### src/rtl/cmit_defines.svh
// Purpose: Constants of the compare match interval timer
// Assumes: Included by its bare name, definitions only
// Notes:   Register offsets are word indices; byte address is index times four
//
// Behaviour
// - Clock select code 1,1,0 advances the counter once every four system clocks.
// - The upper half counter is an 8-bit software accessible up-counter stepped by its clock.
// - The counter is compared with the compare value all the time and equality is a match.
// - Bit 6 of the flag register becomes 1 after a match and reads 0 while none occurred.
// - Bit 7 of the flag register becomes 1 after a counter overflow and reads 0 otherwise.
// - An overflow raises an interrupt request only while enable bit 5 is 1.
// - With clear bit 4 at 1 a match returns the counter to zero, at 0 it keeps running.
// - Software picks the counter clock from system clock /4, /16, /32 or watch clock /4.
// - The control register also picks 16-bit or split 8-bit mode and sets both output pins.
`ifndef CMIT_DEFINES_SVH
`define CMIT_DEFINES_SVH

// ----------------------------------------
// Register indices
// ----------------------------------------
`define CMIT_IDX_CTRL   16'hffb6
`define CMIT_IDX_FLAG   16'hffb7
`define CMIT_IDX_CNTH   16'hffb8
`define CMIT_IDX_CNTL   16'hffb9
`define CMIT_IDX_OCR    16'hffba
`define CMIT_IDX_IST    16'hffbb
`define CMIT_IDX_IMSK   16'hffbc
`define CMIT_IDX_W      18

// ----------------------------------------
// Field positions
// ----------------------------------------
`define CMIT_OVF_BIT    7
`define CMIT_CMF_BIT    6
`define CMIT_OVIE_BIT   5
`define CMIT_CCLR_BIT   4
`define CMIT_LVLH_BIT   7
`define CMIT_MODE_BIT   6
`define CMIT_LVLL_BIT   3
`define CMIT_IST_OVF    0
`define CMIT_IST_CMF    1

// ----------------------------------------
// Clock select codes
// ----------------------------------------
`define CMIT_CKS_DIV32  3'h4
`define CMIT_CKS_DIV16  3'h5
`define CMIT_CKS_DIV4   3'h6
`define CMIT_CKS_WATCH  3'h7

// ----------------------------------------
// Reset values and counts
// ----------------------------------------
`define CMIT_CTRL_RST   8'h00
`define CMIT_CNT_RST    8'h00
`define CMIT_OCR_RST    8'hff
`define CMIT_CNT_MAX    8'hff
`define CMIT_DIV4_LAST  2'h3
`define CMIT_DIV16_LAST 4'hf
`define CMIT_DIV32_LAST 5'h1f

`endif

### src/rtl/cmit_pkg.sv
// Purpose: Types of the compare match interval timer
// Assumes: Used with cmit_defines.svh
// Notes:   State of each module is one packed struct
package cmit_pkg;

  typedef enum logic [2:0] {
    CMIT_R_NONE,
    CMIT_R_CTRL,
    CMIT_R_FLAG,
    CMIT_R_CNTH,
    CMIT_R_CNTL,
    CMIT_R_OCR,
    CMIT_R_IST,
    CMIT_R_IMSK
  } cmit_reg_e;

  typedef struct packed {
    logic [4:0] div_cnt;
    logic [1:0] watch_cnt;
    logic       tick_div4;
    logic       tick_div16;
    logic       tick_div32;
    logic       tick_watch4;
  } cmit_presc_s;

  typedef struct packed {
    logic        pready;
    logic        pslverr;
    logic [31:0] prdata;
    logic [7:0]  ctrl;
    logic        ovf;
    logic        cmf;
    logic        ovie;
    logic        cclr;
    logic        ovf_arm;
    logic        cmf_arm;
    logic [7:0]  cnt_hi;
    logic [7:0]  cnt_lo;
    logic [7:0]  ocr;
    logic        eq_d;
    logic [1:0]  int_st;
    logic [1:0]  int_mask;
    logic        irq;
    logic        out_hi;
    logic        out_lo;
  } cmit_state_s;

endpackage

### src/rtl/cmit_prescaler.sv
// Purpose: Divided clock enables for the interval timer
// Assumes: watch_tick is a one-cycle pulse per watch clock period
// Notes:   All outputs are one-cycle pulses from flip-flops
`timescale 1ns/1ps
`default_nettype none
`include "cmit_defines.svh"

module cmit_prescaler
  import cmit_pkg::*;
(
  input  wire logic clk,
  input  wire logic rstn,
  input  wire logic watch_tick,
  output var  logic tick_div4,
  output var  logic tick_div16,
  output var  logic tick_div32,
  output var  logic tick_watch4
);

  cmit_presc_s st;
  cmit_presc_s nx;

  // ----------------------------------------
  // Divider
  // ----------------------------------------
  always_comb
  begin
    nx             = st;
    nx.div_cnt     = st.div_cnt + 5'h01;
    nx.tick_div4   = (st.div_cnt[1:0] == `CMIT_DIV4_LAST);
    nx.tick_div16  = (st.div_cnt[3:0] == `CMIT_DIV16_LAST);
    nx.tick_div32  = (st.div_cnt == `CMIT_DIV32_LAST);
    nx.tick_watch4 = watch_tick && (st.watch_cnt == `CMIT_DIV4_LAST);
    if (watch_tick)
    begin
      nx.watch_cnt = st.watch_cnt + 2'h1;
    end
  end

  always_ff @(posedge clk or negedge rstn)
  begin
    if (!rstn)
    begin
      st <= '0;
    end
    else
    begin
      st <= nx;
    end
  end

  assign tick_div4   = st.tick_div4;
  assign tick_div16  = st.tick_div16;
  assign tick_div32  = st.tick_div32;
  assign tick_watch4 = st.tick_watch4;

  // ----------------------------------------
  // Checks
  // ----------------------------------------
  div4_rate_a : assert property (
    @(posedge clk) disable iff (!rstn)
    tick_div4 |=> !tick_div4 [*3] ##1 tick_div4)
    else $error("div4 enable not every fourth cycle");

  div16_gap_a : assert property (
    @(posedge clk) disable iff (!rstn)
    tick_div16 |=> !tick_div16 [*8])
    else $error("div16 enable too frequent");

endmodule // cmit_prescaler
`default_nettype wire

### src/rtl/cmit_timer.sv
// Purpose: Eight-bit compare match interval timer with APB registers
// Assumes: APB master, all inputs synchronous to clk (200 MHz)
// Notes:   One wait state on every access; unmapped addresses answer pslverr
//
// Added by the designer: register access over APB.
`timescale 1ns/1ps
`default_nettype none
`include "cmit_defines.svh"

module cmit_timer
  import cmit_pkg::*;
#(
  parameter int ADDR_W = 18
)
(
  input  wire logic              clk,
  input  wire logic              rstn,
  input  wire logic              psel,
  input  wire logic              penable,
  input  wire logic              pwrite,
  input  wire logic [ADDR_W-1:0] paddr,
  input  wire logic [31:0]       pwdata,
  output var  logic              pready,
  output var  logic [31:0]       prdata,
  output var  logic              pslverr,
  input  wire logic              watch_tick,
  output var  logic              irq,
  output var  logic              timer_out_hi,
  output var  logic              timer_out_lo
);

  // ----------------------------------------
  // Elaboration check
  // ----------------------------------------
  if (ADDR_W < `CMIT_IDX_W)
  begin : g_addr_check
    $error("ADDR_W too narrow for register map");
  end

  // ----------------------------------------
  // Decode helpers
  // ----------------------------------------
  function automatic logic at_idx(input logic [ADDR_W-1:0] a, input logic [15:0] idx);
    at_idx = (a == ADDR_W'({idx, 2'b00}));
  endfunction

  function automatic cmit_reg_e reg_sel(input logic [ADDR_W-1:0] a);
    reg_sel = CMIT_R_NONE;
    if (at_idx(a, `CMIT_IDX_CTRL)) reg_sel = CMIT_R_CTRL;
    if (at_idx(a, `CMIT_IDX_FLAG)) reg_sel = CMIT_R_FLAG;
    if (at_idx(a, `CMIT_IDX_CNTH)) reg_sel = CMIT_R_CNTH;
    if (at_idx(a, `CMIT_IDX_CNTL)) reg_sel = CMIT_R_CNTL;
    if (at_idx(a, `CMIT_IDX_OCR))  reg_sel = CMIT_R_OCR;
    if (at_idx(a, `CMIT_IDX_IST))  reg_sel = CMIT_R_IST;
    if (at_idx(a, `CMIT_IDX_IMSK)) reg_sel = CMIT_R_IMSK;
  endfunction

  // Codes 0xx give no tick: external event input is not supported
  function automatic logic cks_tick(input logic [2:0] code, input logic t4,
                                    input logic t16, input logic t32, input logic tw);
    case (code)
      `CMIT_CKS_DIV4:  cks_tick = t4;
      `CMIT_CKS_DIV16: cks_tick = t16;
      `CMIT_CKS_DIV32: cks_tick = t32;
      `CMIT_CKS_WATCH: cks_tick = tw;
      default:         cks_tick = 1'b0;
    endcase
  endfunction

  // ----------------------------------------
  // Prescaler
  // ----------------------------------------
  logic tick_div4;
  logic tick_div16;
  logic tick_div32;
  logic tick_watch4;

  cmit_prescaler cmit_prescaler_inst (
    .clk         (clk),
    .rstn        (rstn),
    .watch_tick  (watch_tick),
    .tick_div4   (tick_div4),
    .tick_div16  (tick_div16),
    .tick_div32  (tick_div32),
    .tick_watch4 (tick_watch4)
  );

  // ----------------------------------------
  // State
  // ----------------------------------------
  cmit_state_s st;
  cmit_state_s nx;
  cmit_reg_e   sel;
  logic        access;
  logic        wr_done;
  logic        rd_done;
  logic        t_lo;
  logic        t_hi;
  logic        lo_wrap;
  logic        eq;
  logic        match_evt;
  logic        clr_hi;
  logic        ovf_evt;
  logic [7:0]  rd_val;
  logic [7:0]  wd;

  always_comb
  begin
    sel     = reg_sel(paddr);
    access  = psel && penable;
    wr_done = access && st.pready && pwrite;
    rd_done = access && st.pready && !pwrite;
    wd      = pwdata[7:0];
  end

  // ----------------------------------------
  // Counter clocking and compare
  // ----------------------------------------
  always_comb
  begin
    t_lo    = cks_tick(st.ctrl[2:0], tick_div4, tick_div16, tick_div32, tick_watch4);
    lo_wrap = t_lo && (st.cnt_lo == `CMIT_CNT_MAX);
    // Mode bit low chains the upper half on the lower overflow
    t_hi    = st.ctrl[`CMIT_MODE_BIT]
              ? cks_tick(st.ctrl[6:4], tick_div4, tick_div16, tick_div32, tick_watch4)
              : lo_wrap;
    eq        = (st.cnt_hi == st.ocr);
    // Only the first cycle of equality counts, so a stopped clock gives one event
    match_evt = eq && !st.eq_d;
    clr_hi    = t_hi && eq && st.cclr;
    ovf_evt   = t_hi && !clr_hi && (st.cnt_hi == `CMIT_CNT_MAX);
  end

  // ----------------------------------------
  // Read mux
  // ----------------------------------------
  always_comb
  begin
    rd_val = 8'h00;
    case (sel)
      CMIT_R_CTRL: rd_val = st.ctrl;
      CMIT_R_FLAG: rd_val = {st.ovf, st.cmf, st.ovie, st.cclr, 4'h0};
      CMIT_R_CNTH: rd_val = st.cnt_hi;
      CMIT_R_CNTL: rd_val = st.cnt_lo;
      CMIT_R_OCR:  rd_val = st.ocr;
      CMIT_R_IST:  rd_val = {6'h00, st.int_st};
      CMIT_R_IMSK: rd_val = {6'h00, st.int_mask};
      default:     rd_val = 8'h00;
    endcase
  end

  // ----------------------------------------
  // Next state
  // ----------------------------------------
  always_comb
  begin
    nx      = st;
    nx.eq_d = eq;

    // Bus answer, one wait state
    nx.pready  = access && !st.pready;
    nx.pslverr = nx.pready && (sel == CMIT_R_NONE);
    nx.prdata  = (nx.pready && !pwrite) ? {24'h000000, rd_val} : 32'h00000000;

    // Counters
    if (t_lo)
    begin
      nx.cnt_lo = st.cnt_lo + 8'h01;
    end
    if (clr_hi)
    begin
      nx.cnt_hi = `CMIT_CNT_RST;
    end
    else if (t_hi)
    begin
      nx.cnt_hi = st.cnt_hi + 8'h01;
    end
    if (match_evt)
    begin
      nx.out_hi = !st.out_hi;
    end

    // Register writes; a software write to a counter beats a tick
    if (wr_done)
    begin
      case (sel)
        CMIT_R_CTRL:
        begin
          nx.ctrl   = wd;
          nx.out_hi = wd[`CMIT_LVLH_BIT];
          nx.out_lo = wd[`CMIT_LVLL_BIT];
        end
        CMIT_R_FLAG:
        begin
          nx.ovie = wd[`CMIT_OVIE_BIT];
          nx.cclr = wd[`CMIT_CCLR_BIT];
          if (!wd[`CMIT_OVF_BIT] && st.ovf_arm)
          begin
            nx.ovf     = 1'b0;
            nx.ovf_arm = 1'b0;
          end
          if (!wd[`CMIT_CMF_BIT] && st.cmf_arm)
          begin
            nx.cmf     = 1'b0;
            nx.cmf_arm = 1'b0;
          end
        end
        CMIT_R_CNTH: nx.cnt_hi   = wd;
        CMIT_R_CNTL: nx.cnt_lo   = wd;
        CMIT_R_OCR:  nx.ocr      = wd;
        CMIT_R_IMSK: nx.int_mask = wd[1:0];
        default:     nx.int_mask = st.int_mask;
      endcase
    end

    // Flag read side effects use the value actually returned; a status read clears both bits
    if (rd_done && (sel == CMIT_R_FLAG))
    begin
      nx.ovf_arm = st.prdata[`CMIT_OVF_BIT];
      nx.cmf_arm = st.prdata[`CMIT_CMF_BIT];
    end
    if (rd_done && (sel == CMIT_R_IST))
    begin
      nx.int_st = 2'h0;
    end

    // Events last, so a set in the clearing cycle is kept
    if (ovf_evt)
    begin
      nx.ovf = 1'b1;
    end
    if (match_evt)
    begin
      nx.cmf = 1'b1;
    end
    nx.int_st[`CMIT_IST_OVF] = nx.int_st[`CMIT_IST_OVF] || ovf_evt;
    nx.int_st[`CMIT_IST_CMF] = nx.int_st[`CMIT_IST_CMF] || match_evt;

    // Overflow request also needs the enable bit in the flag register
    nx.irq = (nx.int_st[`CMIT_IST_OVF] && nx.int_mask[`CMIT_IST_OVF] && nx.ovie)
          || (nx.int_st[`CMIT_IST_CMF] && nx.int_mask[`CMIT_IST_CMF]);
  end

  // ----------------------------------------
  // Registers
  // ----------------------------------------
  always_ff @(posedge clk or negedge rstn)
  begin
    if (!rstn)
    begin
      st        <= '0;
      st.ctrl   <= `CMIT_CTRL_RST;
      st.cnt_hi <= `CMIT_CNT_RST;
      st.cnt_lo <= `CMIT_CNT_RST;
      st.ocr    <= `CMIT_OCR_RST;
    end
    else
    begin
      st <= nx;
    end
  end

  assign pready       = st.pready;
  assign prdata       = st.prdata;
  assign pslverr      = st.pslverr;
  assign irq          = st.irq;
  assign timer_out_hi = st.out_hi;
  assign timer_out_lo = st.out_lo;

  // ----------------------------------------
  // Checks
  // ----------------------------------------
  div4_select_a : assert property (
    @(posedge clk) disable iff (!rstn)
    (st.ctrl[6:4] == `CMIT_CKS_DIV4) && tick_div4 |-> t_hi)
    else $error("div4 code did not step upper counter");

  count_step_a : assert property (
    @(posedge clk) disable iff (!rstn)
    t_hi && !clr_hi && !(wr_done && (sel == CMIT_R_CNTH))
    |=> st.cnt_hi == $past(st.cnt_hi) + 8'h01)
    else $error("upper counter did not step");

  count_hold_a : assert property (
    @(posedge clk) disable iff (!rstn)
    !t_hi && !wr_done |=> $stable(st.cnt_hi))
    else $error("upper counter moved without tick");

  match_detect_a : assert property (
    @(posedge clk) disable iff (!rstn)
    (st.cnt_hi == st.ocr) && !st.eq_d |=> st.cmf && st.int_st[`CMIT_IST_CMF] && st.eq_d)
    else $error("match not flagged");

  cmf_cause_a : assert property (
    @(posedge clk) disable iff (!rstn)
    $rose(st.cmf) |-> $past(st.cnt_hi) == $past(st.ocr))
    else $error("match flag set without match");

  ovf_flag_a : assert property (
    @(posedge clk) disable iff (!rstn)
    $rose(st.ovf) |-> $past(st.cnt_hi) == `CMIT_CNT_MAX && $past(t_hi))
    else $error("overflow flag without overflow");

  ovf_irq_gate_a : assert property (
    @(posedge clk) disable iff (!rstn)
    st.irq |-> (st.ovie && st.int_st[0] && st.int_mask[0])
               || (st.int_st[1] && st.int_mask[1]))
    else $error("interrupt without enabled cause");

  clear_match_a : assert property (
    @(posedge clk) disable iff (!rstn)
    t_hi && st.cclr && (st.cnt_hi == st.ocr) && !(wr_done && (sel == CMIT_R_CNTH))
    |=> st.cnt_hi == 8'h00)
    else $error("counter not cleared on match");

  pin_level_a : assert property (
    @(posedge clk) disable iff (!rstn)
    wr_done && (sel == CMIT_R_CTRL)
    |=> timer_out_hi == $past(pwdata[7]) && timer_out_lo == $past(pwdata[3]))
    else $error("output pins not set from control write");

  flag_keep_a : assert property (
    @(posedge clk) disable iff (!rstn)
    st.ovf && !st.ovf_arm ##1 st.ovf_arm == 1'b0 [*2] |-> st.ovf)
    else $error("overflow flag cleared without read");

  ack_timing_a : assert property (
    @(posedge clk) disable iff (!rstn)
    psel && !penable ##1 psel && penable |=> pready)
    else $error("access not answered after one wait");

endmodule // cmit_timer
`default_nettype wire

### config.mk
export PLATFORM = sky130hd
export DESIGN_NAME = cmit_timer
export DESIGN_NICKNAME = d
export VERILOG_FILES = /design/src/rtl/cmit_pkg.sv /design/src/rtl/cmit_prescaler.sv /design/src/rtl/cmit_timer.sv
export VERILOG_INCLUDE_DIRS = /design/src /design/src/rtl
export SDC_FILE = /design/constraint.sdc
export NUM_CORES = 1
export LEC_CHECK = 0
export BUFFER_PORTS_ARGS = -buffer_cell sky130_fd_sc_hd__buf_2
export CAP_MARGIN = 5
export CORE_ASPECT_RATIO = 0.8
export CORE_MARGIN = 2
export CORE_UTILIZATION = 31
export DETAILED_ROUTE_END_ITERATION = 12
export GPL_ROUTABILITY_DRIVEN = 0
export GPL_TIMING_DRIVEN = 0
export HOLD_SLACK_MARGIN = 0.02
export MAX_ROUTING_LAYER = met4
export SETUP_SLACK_MARGIN = 0.02
export SYNTH_ARGS = -nofsm -noshare
export SYNTH_HDL_FRONTEND = slang
export SYNTH_HIERARCHICAL = 1
export SYNTH_SLANG_ARGS = --single-unit
### constraint.sdc
create_clock -name clk -period 3.05 [get_ports clk]
set_clock_uncertainty 0.05 [all_clocks]
set_input_delay 0.61 -clock clk [delete_from_list [all_inputs] [get_ports clk]]
set_output_delay 0.61 -clock clk [all_outputs]
set_load 0.03 [all_outputs]
==> impl_summary.md <==
Yosys
The top-area cell type share of the netlist area is 0.402. Counting flops and latches in the post-synthesis netlist gives 66. Yosys printed 6 warnings. In the post-synthesis netlist, the cell with the most instances is sky130_fd_sc_hd__dfrtp_1. Averaged over all synthesized cells, the footprint is 11.2 um2. Of the synthesized area, sequential elements account for 0.460. Yosys mapped the design onto 58 distinct sky130hd cell types. Counting flops with a built-in enable in the synthesized netlist gives 0.

By area the synthesized netlist is led by sky130_fd_sc_hd__dfrtp_1, sky130_fd_sc_hd__buf_4, sky130_fd_sc_hd__dfstp_2. The share of synthesized registers carrying an async set or reset is 1.00. Ranked by instance count, the synthesized netlist is headed by sky130_fd_sc_hd__dfrtp_1, sky130_fd_sc_hd__buf_4, sky130_fd_sc_hd__nand2_1, sky130_fd_sc_hd__xnor2_1, sky130_fd_sc_hd__mux2_2.

The most frequently used flop master after synthesis is sky130_fd_sc_hd__dfrtp_1. The simple-gate share of the synthesized area is 0.166. The complex-gate fraction of the synthesized area is 0.115. The post-synthesis share of cell area spent on full adders, half adders and majority gates is 0.0173. The dominant cell type by area after synthesis is sky130_fd_sc_hd__dfrtp_1. The cell area after synthesis is 0.00361 mm2.

The post-synthesis share of cell area spent on xor and xnor gates is 0.0630. After synthesis, the share of cell area in mux cells is 0.0858. By area, the combinational part of the netlist is dominated by simple AND/OR/NAND/NOR gates. Synthesis produced a netlist whose cell count is 324.

Timing
The total setup violations reported at the end of the flow is 0. In this run the tightest slew margin relative to its limit is 0.457. At the pin with the least slew margin, the transition time is 0.814 ns. The total count of hold-check failures in the final report is 0. The ratio of final minimum period to clock period is 0.772. Setup repair after global routing left no endpoint under its margin. The worst path needs 2.36 ns of the cycle, external delays included.

The final sum of negative setup slack is 0 ns. The count of final max-slew check failures is 0. The final worst slack is 0.694 ns.

The maximum operating frequency is 0.425 GHz.

Setup path
The data arrival time of the critical path is 2.51 ns. The capture point of the worst reg-to-reg path is irq. For the worst setup path, the data required time is 3.20 ns. The critical path in this run is classified as input port to flop. The worst register-to-register path has a depth of 5. STA classifies the critical path startpoint as an input port. Across all register-to-register paths, the minimum setup slack is 0.88 ns. The maximum fanout encountered on the critical timing path is 6. STA classifies the critical path endpoint as a flop. The launch instance of the worst register-to-register path is st[42].

Global routing
For this run, global-route usage on met1 was measured as 0.205. The aggregate global routing overflow is 0. Entering global routing, the biggest net connects 67 pins.

For this run, global-route usage on met3 was measured as 0.0446. After global routing, the most crowded layer is met2. The number of antenna violations at the first check in global routing is 0. The global-route usage over all layers is 0.150. The met2 track demand over resource is 0.211. The first global-routing pass estimated 14.0 mm of wire.

The via count of the first global-routing pass is 2554.

Floorplan
Row generation in the floorplan step produced 35 rows. The core region is 0.0114 mm2. The floorplan step defined a die boundary enclosing 0.0125 mm2. The chip height is 101 um. The number of ports placed on the die boundary is 93.

The effective utilization at floorplan is 0.316. The chip width is 125 um.

Routing
For this run, design rule violations remaining after detail routing come to 0. The routed wirelength normalized by instance count is 15.7 um. For this block, the initial DRC count from the detailed router was 201. In this run the remaining antenna-violating nets after routing total 0. After detailed routing, the number of vias per cell comes to 4.83.

For this block, the via count after detailed routing is 2683. The first-pass iteration count of the detailed router is 5. The aggregate routed wire length is 8.69 mm.

Power
The power per cell area is 499 mW/mm2. The total power draw is 2.22 mW. For this design the static power due to leakage is 2.05 nW. IR analysis of the VDD net gives a maximum drop of 0.256 mV.

Clocking
The clock tree synthesis step divided the H-tree into 3 levels. CTS saw 66 sinks. The TritonCTS clock tree is built. The number of buffers created by CTS is 9. After clock tree synthesis, the repair step resized 0 gates.

After clock tree synthesis, the flow added hold-fix buffers numbering 0. The library cell used as clock root buffer is sky130_fd_sc_hd__clkbuf_16. The buffer depth of the longest clock path is 2. The clock transition at the registers of the reported paths is 0.05 ns. The setup fix buffers added after clock tree synthesis is 0. For the worst-skew pair, the clock arrives at the later sink with an insertion delay of 0.34 ns.

Placed design
The worst setup slack after placement is 0.380 ns. The final HPWL from detailed placement is 6.44 mm. In this run the tool buffered the top-level ports with 44 buffer cells.

Once placement completed, the tool counted placed cells totaling 539.

Flow run
The max-capacitance violation count is 0.

Layout
For this run, the post-layout net count is 463. The post-synthesis to final-layout area growth is 22.8%. The fraction of layout instances using a drive strength above 1 is 0.354.

0 antenna diodes ended up in the layout. The number of standard cells in the layout, taps in and fillers out is 555.

Outcome
The run finished with clean final reports.

Worst hold path
The worst hold-check path type is input port to asynchronous set/reset pin.
==> metrics by stage <==
| step | hold WS [ns] | instance area (um2) | utilization |
|---|---|---|---|
| after floorplan | 0.264 | 3700 | - |
| after global placement | 0.384 | 4110 | 0.359 |
| after detailed placement | 0.397 | 4110 | 0.359 |
| after CTS | 0.358 | 4440 | 0.389 |
| after global routing | 0.393 | 4440 | 0.389 |
| final | 0.303 | 4440 | 0.389 |
==> cell type report <==
class / count / area, um2
clock inverters: 4 / 75.1
fillers: 1107 / 6990
multi-input cells: 232 / 1710
clock buffers: 12 / 256
well taps: 148 / 185
flip-flops and latches: 66 / 1660
plain buffers: 40 / 298
repair buffers: 44 / 223
inverters: 9 / 33.8
==> per-layer routing <==
layer / vias to the layer above / part of all wire
li1: 1254 / -
met2: 93 / 0.43
met4: 0 / 0.015
met1: 1321 / 0.49
met3: 15 / 0.062
met5: - / 0
==> worst max path at each step <==
stage,cells after the start,start,to
after floorplan,7,paddr[8],st[38]
after global placement,7,paddr[8],irq
after detailed placement,7,paddr[8],irq
after CTS,7,paddr[8],irq
after global routing,7,paddr[8],irq
final,7,paddr[8],irq
==> cells by family (layout without fill, tap and decap cells) <==
group / count (synthesis) / count (layout)
fa+ha+maj: 5 / 5
flops: 66 / 66
other cells: 1 / 24
mux: 26 / 26
xor+xnor: 26 / 26
simple gates: 97 / 97
compound gates: 54 / 54
buf+inv: 49 / 109
==> state kept, by name, indices dropped and copies added (netlist names) <==
register / count
cmit_prescaler_inst/st: 7
cmit_prescaler_inst/tick_div16: 1
cmit_prescaler_inst/tick_div32: 1
cmit_prescaler_inst/tick_div4: 1
cmit_prescaler_inst/tick_watch4: 1
irq: 1
prdata: 8
pready: 1
pslverr: 1
st: 43
timer_out_hi: 1
==> worst max-delay path, stage by stage <==
cell and delay [ns]:
sky130_fd_sc_hd__buf_2 0.10, sky130_fd_sc_hd__nand4b_1 0.30, sky130_fd_sc_hd__nor4_2 0.30, sky130_fd_sc_hd__nor3b_4 0.45
sky130_fd_sc_hd__and2_4 0.25, sky130_fd_sc_hd__mux2i_1 0.37, sky130_fd_sc_hd__o32ai_2 0.14
==> report_power, final <==
group          total (mW)  switching, mW  leakage [nW]  internal, mW
combinational       0.169          0.102          1.08        0.0669
clock                1.14          0.379         0.155         0.760
sequential          0.908         0.0123         0.809         0.896
==> placed cells by master (no fill, tap or decap), types with 3 or more instances in the layout <==
cell type,count
sky130_fd_sc_hd__a21o_1,3
sky130_fd_sc_hd__a21oi_1,15
sky130_fd_sc_hd__a222oi_1,10
sky130_fd_sc_hd__a22o_1,4
sky130_fd_sc_hd__a22oi_1,4
sky130_fd_sc_hd__and2_1,6
sky130_fd_sc_hd__and3_1,6
sky130_fd_sc_hd__buf_2,44
sky130_fd_sc_hd__buf_4,36
sky130_fd_sc_hd__clkbuf_16,9
sky130_fd_sc_hd__conb_1,24
sky130_fd_sc_hd__dfrtp_1,58
sky130_fd_sc_hd__dfstp_2,8
sky130_fd_sc_hd__ha_1,5
sky130_fd_sc_hd__inv_1,9
sky130_fd_sc_hd__mux2_2,16
sky130_fd_sc_hd__mux2i_1,7
sky130_fd_sc_hd__nand2_1,22
sky130_fd_sc_hd__nand3_1,9
sky130_fd_sc_hd__nand4_1,3
sky130_fd_sc_hd__nor2_1,14
sky130_fd_sc_hd__nor2b_1,5
sky130_fd_sc_hd__nor3_1,5
sky130_fd_sc_hd__o21ai_0,8
sky130_fd_sc_hd__o21ai_1,4
sky130_fd_sc_hd__xnor2_1,17
sky130_fd_sc_hd__xor2_1,9
(Power assumes the default switching activity.)
